File: src/hltm_defs.svh
`ifndef HLTM_DEFS_SVH
`define HLTM_DEFS_SVH
// ----------------------------------------------------------------
// Register map (byte addresses)
// ----------------------------------------------------------------
`define HLTM_OFF_CTRL    4'h0
`define HLTM_OFF_PERIOD  4'h4
`define HLTM_OFF_COUNT   4'h8
`define HLTM_CTRL_RUN    0
`define HLTM_CTRL_MODE_L 8
`define HLTM_CTRL_MODE_H 12
`define HLTM_CNT_START   8
`define HLTM_RST_PERIOD  8'hFF
// ----------------------------------------------------------------
// Mode codes
// ----------------------------------------------------------------
`define HLTM_M_SWGATE    5'h00
`define HLTM_M_GATE_HI   5'h01
`define HLTM_M_GATE_LO   5'h02
`define HLTM_M_RST_ANY   5'h03
`define HLTM_M_RST_RISE  5'h04
`define HLTM_M_RST_FALL  5'h05
`define HLTM_M_RST_LOW   5'h06
`define HLTM_M_RST_HIGH  5'h07
`define HLTM_M_OS_SW     5'h08
`define HLTM_M_OS_RISE   5'h09
`define HLTM_M_OS_FALL   5'h0A
`define HLTM_M_OS_ANY    5'h0B
`define HLTM_M_OSL_RISE  5'h0C
`define HLTM_M_OSL_FALL  5'h0D
`define HLTM_M_OSV_LOW   5'h0E
`define HLTM_M_OSV_HIGH  5'h0F
`define HLTM_M_MS_RISE   5'h11
`define HLTM_M_MS_FALL   5'h12
`define HLTM_M_MS_ANY    5'h13
`define HLTM_M_LV_HIGH   5'h16
`define HLTM_M_LV_LOW    5'h17
// ----------------------------------------------------------------
// Timing
// ----------------------------------------------------------------
`define HLTM_RESTART_TICKS 2'h2
`endif

File: src/hltm_pkg.sv
package hltm_pkg;
	typedef struct packed {
		logic [4:0] mode;
		logic       run;
	} hltm_ctrl_s;

	typedef struct packed {
		logic       rst_e;
		logic       lvl;
		logic       gate;
		logic       need_start;
		logic       start_ev;
		logic       one_shot;
		logic       mono;
		logic       nop;
	} hltm_ctl_s;
endpackage : hltm_pkg

File: src/hltm_timer.sv
// The address map and the Avalon-MM slave port were decided locally.
`timescale 1ns/100ps
`include "hltm_defs.svh"
module hltm_timer #(
	parameter int W = 8
) (
	input  wire logic         sys_clk_i,
	input  wire logic         rst_b_i,
	input  wire logic         tick_i,
	input  wire logic         ext_reset_signal_i,
	input  wire logic         debug_i,
	input  wire logic [3:0]   address_i,
	input  wire logic         read_i,
	input  wire logic         write_i,
	input  wire logic [31:0]  writedata_i,
	output logic      [31:0]  readdata_o,
	output logic              waitrequest_o,
	output logic      [W-1:0] count_value_o
);
	// ----------------------------------------------------------------
	// Bus slave
	// ----------------------------------------------------------------
	hltm_pkg::hltm_ctrl_s ctrl_q, ctrl_d;
	logic [W-1:0] period_q, period_d, cnt_q, cnt_d;
	logic [31:0]  rdata_d;
	logic         wait_d, clr_run, started_q, started_d;
	logic         wr_ok;

	assign wr_ok = write_i & ~waitrequest_o;

	always_comb begin
		wait_d  = 1'b1;
		rdata_d = readdata_o;
		if ((read_i | write_i) & waitrequest_o) begin
			wait_d  = 1'b0;
			rdata_d = 32'h0000_0000;
			unique case (address_i)
				`HLTM_OFF_CTRL: begin
					rdata_d[`HLTM_CTRL_RUN] = ctrl_q.run;
					rdata_d[`HLTM_CTRL_MODE_H:`HLTM_CTRL_MODE_L] = ctrl_q.mode;
				end
				`HLTM_OFF_PERIOD: rdata_d[W-1:0] = period_q;
				`HLTM_OFF_COUNT: begin
					rdata_d[W-1:0] = cnt_q;
					rdata_d[`HLTM_CNT_START] = started_q;
				end
				default: rdata_d = 32'h0000_0000;
			endcase
		end
	end

	always_comb begin
		ctrl_d   = ctrl_q;
		period_d = period_q;
		if (clr_run) begin
			ctrl_d.run = 1'b0;
		end
		// Software write after hardware clear so a restart is not lost
		if (wr_ok && address_i == `HLTM_OFF_CTRL) begin
			ctrl_d.run  = writedata_i[`HLTM_CTRL_RUN];
			ctrl_d.mode = writedata_i[`HLTM_CTRL_MODE_H:`HLTM_CTRL_MODE_L];
		end
		if (wr_ok && address_i == `HLTM_OFF_PERIOD) begin
			period_d = writedata_i[W-1:0];
		end
	end

	always_ff @(posedge sys_clk_i or negedge rst_b_i) begin
		if (!rst_b_i) begin
			ctrl_q        <= '0;
			period_q      <= W'(`HLTM_RST_PERIOD);
			readdata_o    <= 32'h0000_0000;
			waitrequest_o <= 1'b1;
		end else begin
			ctrl_q        <= ctrl_d;
			period_q      <= period_d;
			readdata_o    <= rdata_d;
			waitrequest_o <= wait_d;
		end
	end

	// ----------------------------------------------------------------
	// Synchronisers
	// ----------------------------------------------------------------
	// Pin stage: three flops, level accepted once stages two and three agree
	logic e1_q, e2_q, e3_q, elvl_q, elvl_d;
	// Timer-clock stages, giving at least two timer clocks of delay
	logic ea_q, eb_q, ec_q, ea_d, eb_d, ec_d;
	logic rs1_q, rs2_q, rs1_d, rs2_d;

	always_comb begin
		elvl_d = (e2_q == e3_q) ? e3_q : elvl_q;
		ea_d   = ea_q;
		eb_d   = eb_q;
		ec_d   = ec_q;
		rs1_d  = rs1_q;
		rs2_d  = rs2_q;
		if (tick_i) begin
			ea_d  = elvl_q;
			eb_d  = ea_q;
			ec_d  = eb_q;
			rs1_d = ctrl_q.run;
			rs2_d = rs1_q;
		end
		// A cleared run must not linger in the pipeline and rearm the shot
		if (clr_run) begin
			rs1_d = 1'b0;
			rs2_d = 1'b0;
		end
	end

	always_ff @(posedge sys_clk_i or negedge rst_b_i) begin
		if (!rst_b_i) begin
			{e1_q, e2_q, e3_q, elvl_q} <= 4'h0;
			{ea_q, eb_q, ec_q}         <= 3'h0;
			{rs1_q, rs2_q}             <= 2'h0;
		end else begin
			e1_q   <= ext_reset_signal_i;
			e2_q   <= e1_q;
			e3_q   <= e2_q;
			elvl_q <= elvl_d;
			ea_q   <= ea_d;
			eb_q   <= eb_d;
			ec_q   <= ec_d;
			rs1_q  <= rs1_d;
			rs2_q  <= rs2_d;
		end
	end

	// ----------------------------------------------------------------
	// Mode decode
	// ----------------------------------------------------------------
	function automatic logic edge_sel(input logic [1:0] sel, input logic r, input logic f);
		edge_sel = (sel[0] & r) | (sel[1] & f);
	endfunction : edge_sel

	logic rise, fall, active, match;
	hltm_pkg::hltm_ctl_s c;
	logic [1:0] hold_q, hold_d;

	assign rise  = eb_q & ~ec_q;
	assign fall  = ~eb_q & ec_q;
	assign match = (cnt_q == period_q);

	always_comb begin
		c      = '0;
		c.gate = 1'b1;
		unique case (ctrl_q.mode)
			`HLTM_M_SWGATE:   c.gate = 1'b1;
			`HLTM_M_GATE_HI:  c.gate = eb_q;
			`HLTM_M_GATE_LO:  c.gate = ~eb_q;
			`HLTM_M_RST_ANY,
			`HLTM_M_RST_RISE,
			`HLTM_M_RST_FALL: begin
				// Any, rise, fall map to selects 11, 01, 10; an increment wraps any-edge to 00
				c.rst_e = edge_sel({ctrl_q.mode[0], ~^ctrl_q.mode[1:0]}, rise, fall);
			end
			`HLTM_M_RST_LOW:  c.lvl = ~eb_q;
			`HLTM_M_RST_HIGH: c.lvl = eb_q;
			`HLTM_M_OS_SW:    c.one_shot = 1'b1;
			`HLTM_M_OS_RISE,
			`HLTM_M_OS_FALL,
			`HLTM_M_OS_ANY: begin
				c.one_shot   = 1'b1;
				c.need_start = 1'b1;
				c.start_ev   = edge_sel(ctrl_q.mode[1:0], rise, fall);
			end
			`HLTM_M_OSL_RISE,
			`HLTM_M_OSL_FALL: begin
				c.one_shot   = 1'b1;
				c.need_start = 1'b1;
				c.start_ev   = ctrl_q.mode[0] ? fall : rise;
				c.rst_e      = c.start_ev & started_q;
			end
			`HLTM_M_OSV_LOW,
			`HLTM_M_OSV_HIGH: begin
				c.one_shot   = 1'b1;
				c.need_start = 1'b1;
				c.start_ev   = ctrl_q.mode[0] ? fall : rise;
				c.lvl        = ctrl_q.mode[0] ? eb_q : ~eb_q;
			end
			`HLTM_M_MS_RISE,
			`HLTM_M_MS_FALL,
			`HLTM_M_MS_ANY: begin
				c.mono       = 1'b1;
				c.need_start = 1'b1;
				c.start_ev   = edge_sel(ctrl_q.mode[1:0], rise, fall);
			end
			`HLTM_M_LV_HIGH,
			`HLTM_M_LV_LOW: begin
				c.one_shot = 1'b1;
				c.gate     = ctrl_q.mode[0] ? ~eb_q : eb_q;
				c.lvl      = ~c.gate;
			end
			default: c.nop = 1'b1;
		endcase
		if (debug_i) begin
			c.gate     = 1'b1;
			c.lvl      = 1'b0;
			c.rst_e    = 1'b0;
			c.start_ev = 1'b0;
		end
	end

	assign active = rs2_q & c.gate & ~c.nop & (~c.need_start | started_q);

	// ----------------------------------------------------------------
	// Counter
	// ----------------------------------------------------------------
	always_comb begin
		cnt_d     = cnt_q;
		hold_d    = hold_q;
		started_d = started_q;
		clr_run   = 1'b0;
		if (tick_i) begin
			if (!rs2_q) begin
				started_d = 1'b0;
			end else if (c.need_start & c.start_ev) begin
				started_d = 1'b1;
			end
			// External clears never write the run bit
			if (rs2_q & (c.lvl | c.rst_e)) begin
				cnt_d  = '0;
				hold_d = `HLTM_RESTART_TICKS;
			end else if (hold_q != 2'h0) begin
				hold_d = hold_q - 2'h1;
			end else if (active) begin
				if (match) begin
					cnt_d = '0;
					if (c.one_shot | c.mono) begin
						started_d = 1'b0;
					end
					clr_run = c.one_shot;
				end else begin
					cnt_d = cnt_q + W'(1);
				end
			end
		end
	end

	always_ff @(posedge sys_clk_i or negedge rst_b_i) begin
		if (!rst_b_i) begin
			cnt_q         <= '0;
			hold_q        <= 2'h0;
			started_q     <= 1'b0;
			count_value_o <= '0;
		end else begin
			cnt_q         <= cnt_d;
			hold_q        <= hold_d;
			started_q     <= started_d;
			count_value_o <= cnt_d;
		end
	end

	// ----------------------------------------------------------------
	// Assertions
	// ----------------------------------------------------------------
	property p_swgate_hold;
		@(posedge sys_clk_i) disable iff (!rst_b_i)
		(tick_i && ctrl_q.mode == `HLTM_M_SWGATE && !rs2_q) |=> $stable(cnt_q);
	endproperty
	a_swgate_hold: assert property (p_swgate_hold) else $error("count moved while stopped");

	property p_wrap;
		@(posedge sys_clk_i) disable iff (!rst_b_i)
		(tick_i && hold_q == 2'h0 && active && match && !c.lvl && !c.rst_e)
			|=> (cnt_q == '0);
	endproperty
	a_wrap: assert property (p_wrap) else $error("no wrap to zero on match");

	property p_gate_hi;
		@(posedge sys_clk_i) disable iff (!rst_b_i)
		(tick_i && ctrl_q.mode == `HLTM_M_GATE_HI && !eb_q && !debug_i) |=> $stable(cnt_q);
	endproperty
	a_gate_hi: assert property (p_gate_hi) else $error("gate high mode counted on low");

	property p_gate_lo;
		@(posedge sys_clk_i) disable iff (!rst_b_i)
		(tick_i && ctrl_q.mode == `HLTM_M_GATE_LO && eb_q && !debug_i) |=> $stable(cnt_q);
	endproperty
	a_gate_lo: assert property (p_gate_lo) else $error("gate low mode counted on high");

	property p_edge_rst;
		@(posedge sys_clk_i) disable iff (!rst_b_i)
		(tick_i && ctrl_q.mode == `HLTM_M_RST_RISE && rs2_q && rise && !debug_i)
			|=> (cnt_q == '0 && hold_q == `HLTM_RESTART_TICKS);
	endproperty
	a_edge_rst: assert property (p_edge_rst) else $error("rising edge did not clear");

	property p_restart;
		@(posedge sys_clk_i) disable iff (!rst_b_i)
		(tick_i && hold_q != 2'h0) |=> (cnt_q == '0);
	endproperty
	a_restart: assert property (p_restart) else $error("counted during restart delay");

	property p_oneshot_end;
		@(posedge sys_clk_i) disable iff (!rst_b_i)
		(tick_i && ctrl_q.mode == `HLTM_M_OS_SW && hold_q == 2'h0 && active && match && !wr_ok)
			|=> (!ctrl_q.run && cnt_q == '0 && !rs2_q);
	endproperty
	a_oneshot_end: assert property (p_oneshot_end) else $error("one-shot did not stop");

	property p_mono_end;
		@(posedge sys_clk_i) disable iff (!rst_b_i)
		(tick_i && c.mono && ctrl_q.run && hold_q == 2'h0 && active && match && !wr_ok)
			|=> (ctrl_q.run && cnt_q == '0 && !started_q);
	endproperty
	a_mono_end: assert property (p_mono_end) else $error("monostable end wrong");

	property p_reserved;
		@(posedge sys_clk_i) disable iff (!rst_b_i)
		(tick_i && c.nop && hold_q == 2'h0) |=> $stable(cnt_q);
	endproperty
	a_reserved: assert property (p_reserved) else $error("reserved mode counted");

	c_wrap:    cover property (@(posedge sys_clk_i) disable iff (!rst_b_i) tick_i && active && match);
	c_hw_rst:  cover property (@(posedge sys_clk_i) disable iff (!rst_b_i) tick_i && rs2_q && c.rst_e);
	c_os_done: cover property (@(posedge sys_clk_i) disable iff (!rst_b_i) clr_run);
	c_bus_rd:  cover property (@(posedge sys_clk_i) disable iff (!rst_b_i) read_i && !waitrequest_o);
endmodule : hltm_timer

File: config.mk
export PLATFORM = sky130hd
export DESIGN_NAME = hltm_timer
export DESIGN_NICKNAME = d
export VERILOG_FILES = /design/src/hltm_pkg.sv /design/src/hltm_timer.sv
export VERILOG_INCLUDE_DIRS = /design/src
export SDC_FILE = /design/constraint.sdc
export NUM_CORES = 1
export LEC_CHECK = 0
export BUFFER_PORTS_ARGS = -buffer_cell sky130_fd_sc_hd__buf_2
export CAP_MARGIN = 10
export CORE_MARGIN = 3
export CORE_UTILIZATION = 34
export DETAILED_ROUTE_END_ITERATION = 16
export GPL_TIMING_DRIVEN = 0
export SKIP_CTS_REPAIR_TIMING = 1
export SKIP_LAST_GASP = 1
export SYNTH_ARGS = -nofsm -noshare
export SYNTH_HDL_FRONTEND = slang
export SYNTH_SLANG_ARGS = --single-unit
File: constraint.sdc
create_clock -name sys_clk_i -period 7.1 [get_ports sys_clk_i]
set_clock_uncertainty 0.15 [all_clocks]
set_input_delay 0.71 -clock sys_clk_i [delete_from_list [all_inputs] [get_ports sys_clk_i]]
set_output_delay 0.71 -clock sys_clk_i [all_outputs]
set_load 0.02 [all_outputs]
* After elaboration in Yosys (flattened, before gate mapping)
Cells that the tools add are included.
Word-level totals: input port bits 43, output and inout port bits 41, flip-flop bits (word level) 48
Cells by class: bitwise gates (word level) 25, mux-type cells 40, reduce and logical (&&, ||, !) cells 21, equal/unequal tests 25, add/subtract/negate cells 2
Operators with widths (count):
- $eq A5 B4 Y1 const B | 8
- $mux W8 | 4
- $eq A5 B5 Y1 const B | 5
- $mux W1 | 25
- $reduce_or A21 Y1 | 1
- $eq A5 B3 Y1 const B | 4
- $and A1 B1 Y1 | 14
- $pmux W7 S2 | 1
- $eq A5 B2 Y1 const B | 2
- $reduce_bool A2 Y1 | 5
- $reduce_or A10 Y1 | 1
- $add A8 B1 Y8 const B | 1
- $eq A8 B8 Y1 | 1
- $or A1 B1 Y1 | 6
- $pmux W1 S3 | 2
- $reduce_or A2 Y1 | 3
- $reduce_or A3 Y1 | 2
- $reduce_or A6 Y1 | 1
- $eq A5 B1 Y1 const B | 1
- $logic_not A5 Y1 | 1
- $not A1 Y1 | 5
- $eq A4 B3 Y1 const B | 1
- $eq A4 B4 Y1 const B | 1
- $logic_not A4 Y1 | 1
- 14 further kinds | 17

* Logic depth before layout (Yosys ltp)
depth in word-level cells 15, gate-level depth with buffers 10, depth with buffers taken out 8

* Least setup slack after synthesis
OpenSTA, ideal clock, no wires.
path kind reg-to-reg, start point register ctrl_q[1] in the netlist's numbering, end point register cnt_q[0], data required time 6.825 ns, arrival 2.405 ns, clock period less this slack 2.680 ns, path buffers 1, setup time 0.125 ns, stages on the path, launching flop included 10, path slack 4.420 ns, cells stage by stage dfrtp_1 clkbuf_1 inv_1 ha_1 nor4_1 nor2_1 o21bai_1 and2_1 o21ai_1 mux2_2
Between the ends: word-level cells in the longest chain between the ends 9, elaborated cells between the ends (all ways) 53, those cells by class 21 x eq/ne; 9 x mux; 12 x bitwise; 11 x reduce/logical
RTL lines:
- from (decl) | line hltm_timer.sv:23 | hltm_pkg::hltm_ctrl_s ctrl_q, ctrl_d;
- from (signal assigned) | line hltm_timer.sv:75 | ctrl_q <= ctrl_d;
- $eq A5 B5 Y1 / $reduce_xnor A2 Y1 (equally long branches) | line hltm_timer.sv:148, hltm_timer.sv:156
- $reduce_or A2 Y1 / $and A1 B1 Y1 (equally long branches)
- $pmux W1 S3 / $or A1 B1 Y1 (equally long branches) | line hltm_timer.sv:148, hltm_timer.sv:134
- $mux W3 / $pmux W1 S2 (equally long branches) | line hltm_timer.sv:197, hltm_timer.sv:148
- $and A1 B1 Y1 / $mux W3 (equally long branches) | line hltm_timer.sv:205, hltm_timer.sv:197
- $and A1 B1 Y1 / $or A1 B1 Y1 (equally long branches) | line hltm_timer.sv:205, hltm_timer.sv:222
- $and A1 B1 Y1, on equally long branches | line hltm_timer.sv:205, hltm_timer.sv:222
- $reduce_bool A2 Y1 (no source line) / $ne A2 B2 Y1 (equally long branches)
- $reduce_and A3 Y1 (no source line)
- to (signal assigned) | line hltm_timer.sv:248 | cnt_q <= cnt_d;
- to (decl) | line hltm_timer.sv:24 | logic [W-1:0] period_q, period_d, cnt_q, cnt_d;
Several ways; a longest one is shown, not always the timed one. A chain may end at the register's enable or synchronous reset.

* Worst setup path after layout
Same ends and word-level chain as after synthesis.

==> run_results.csv <==
group,metric,value,unit
synthesis,synth-edff-count,0,
sta,post-route-min-period,3250,ps
clock_network,clkLatencyLatePin,300,ps
power_and_ir_drop,power_density,275,nW/um2
clock_network,cts_root_buffer,"clkbuf_8",
clock_network,htreeDepth,2,
synthesis,synth_area_leaders,"dfrtp_1 (35%), dfstp_2 (8.5%), mux2_2 (6.1%), buf_4 (5.4%), o21ai_0 (3.4%)",
grt,antenna_found_initial,0,
floorplan,dieWidth,96.4,um
grt,grt_max_degree,49,
sta,tns,0,ps
sta,worst_slew_margin_rel,0.297,
grt,track_usage,0.137,
final_layout,drive_gt1_frac,0.319,
synthesis,synth_async_sr_flop_share,1.00,
run_status,status,"completed",
critical_path,critPathKind,"flop to flop",
detailed_routing,drt_pass1_iterations,4,
critical_path,cp.arrival,3290,ps
clock_network,path_clk_slew,90,ps
placed_design,dp_hpwl,4.58,mm
detailed_routing,routedWlPerCell,14.0,um
hold_path,min_path_type,"flop to flop",
floorplan,dieArea,9290,um2
critical_path,crit_fanout,9,
final_layout,final_cell_count_no_fill,444,
job,drv_cap,0,
placed_design,io_buffers,45,
synthesis,synth.distinct_cells,56,
sta,period_share,0.457,
clock_network,tritoncts,"yes",
grt,grt_remaining_overflow,0,
critical_path,startpoint_type,"flop",
detailed_routing,dr.first_iter.drc_count,98,
sta,max_freq,308,MHz
power_and_ir_drop,power,0.000916,W
synthesis,synth_ff_type,"dfrtp_1",
floorplan,rows,32,
sta,drv_slew,0,
sta,final-hold-violation-count,0,
sta,hold_ws,207,ps
detailed_routing,vias,2174,
detailed_routing,drc,0,
synthesis,ys_seq_area_frac,0.437,
detailed_routing,ant_nets,0,
synthesis,syn_area,2780,um2
sta,finalSetupViolations,0,
detailed_routing,drt-total-wl,6.22,mm
synthesis,yosys.area.top_type_share,0.352,
placed_design,place_ws,3920,ps
synthesis,synth_warnings,0,
final_layout,final_common_cell,"buf_2",
clock_network,numClockSinks,48,
synthesis,postSynthRegisterBits,48,
grt,grt_pass1_wl,10.0,mm
final_layout,most-common-layout-cells,"buf_2 (47), dfrtp_1 (39), nand2_1 (24)",
critical_path,end_kind,"flop",
critical_path,worstPathRequired,7140,ps
floorplan,coreArea,7810,um2
final_layout,nets,390,
clock_network,clockBufferDepth,2,
power_and_ir_drop,peakVddDrop,0.0840,mV
synthesis,netlist.top_cell.by_area,"dfrtp_1",
sta,setup_slack,3850,ps
sta,tightest_slew,1050,ps
placed_design,gp_congestion,0.813,
synthesis,syn_area_per_cell,10.3,um2
synthesis,syn_inst,270,
grt,grt_pass1_vias,2043,
floorplan,pin_count,84,
placed_design,place_inst,435,
floorplan,die_h,96.4,um
clock_network,cts_buffers,5,
floorplan,start_util,0.356,
final_layout,antennaDiodeCount,0,
final_layout,syn_to_final_growth,20.1,%
power_and_ir_drop,p_leak,1.53,nW
sta,rsz0062_at_grt,"false",
detailed_routing,vias_per_cell,4.90,
[stage by stage]
stage / instance area [um2] / util
finish: 3330 / 0.427
global route: 3330 / 0.427
CTS: 3310 / 0.425
detailed placement: 3200 / 0.410
global placement: 3200 / 0.409
floorplan: 2840 / -
[cells by family (layout without fill, tap and decap cells)]
family / Yosys count / after routing / synth area share
AND/OR/NAND/NOR: 76 / 76 / 0.148
AO/OA/AOI/OAI: 71 / 71 / 0.194
flip-flops: 48 / 48 / 0.437
buffers and inverters: 39 / 93 / 0.0861
multiplexers: 18 / 18 / 0.0717
XOR/XNOR: 10 / 10 / 0.0315
adder cells (fa/ha/maj): 7 / 7 / 0.0306
other: 1 / 19 / 0.00135
[power breakdown]
group	switching, W	internal [W]
registers	0.0000534	0.000332
logic	0.000192	0.000139
clock network	0.0000956	0.000104
total	0.000341	0.000575
[area by class of cell]
class                      count  area, um2
buffer                        30        205
clock buffer                   5       68.8
clock inverter                 3       42.5
fill                         784       4470
inverter                       9       33.8
multi-input combinational    201       1400
sequential                    48       1210
tap                          102        128
timing repair buffer          46        245
[cells in the mapped netlist (4+ instances only)]
library cell  number
dfrtp_1           39
nand2_1           24
buf_4             20
o21ai_0           19
mux2_2            15
nor2_1            12
a22oi_1           10
dfstp_2            9
nand2b_1           9
xor2_1             9
inv_1              8
a2bb2oi_1          7
o2bb2ai_1          7
ha_1               6
o211ai_1           6
and3_1             5
clkbuf_1           5
nor3_1             5
nor4_1             4
[state kept, by name (all words and copies together) (netlist names), 2 cells and up]
signal,count
readdata_o,13
cnt_q,8
period_q,8
ctrl_q,6
hold_q,2
[critical path, cell delays in order (launching register included)]
cell and delay, ps:
dfrtp_1 380, clkbuf_1 330, inv_1 160, ha_1 310, nor4_1 420, nor2_1 120
o21bai_1 660, and2_1 250, o21ai_1 80, mux2_2 290
[routing by layer]
metal | wire [um] | global-route usage | part of all wire | vias up
met5 | 0 | 0 | 0 | -
li1 | - | - | - | 1080
met1 | 2870 | 0.191 | 0.46 | 1032
met4 | 43 | 0.0327 | 0.0069 | 0
met2 | 2890 | 0.218 | 0.46 | 58
met3 | 418 | 0.0289 | 0.067 | 4
[worst paths after layout]
check,cells after the start,end,slack [ps],startpoint
worst max-delay path,9,cnt_q[0],3850,ctrl_q[1]
worst min-delay path,0,e2_q,210,e1_q
worst max register to register,9,cnt_q[0],3850,ctrl_q[1]
worst min register to register,0,e2_q,210,e1_q
max in group asynchronous,2,period_q[1],5980,rst_b_i
min in group asynchronous,1,readdata_o[4],220,rst_b_i
No activity file was read; power rests on OpenSTA's default activity.
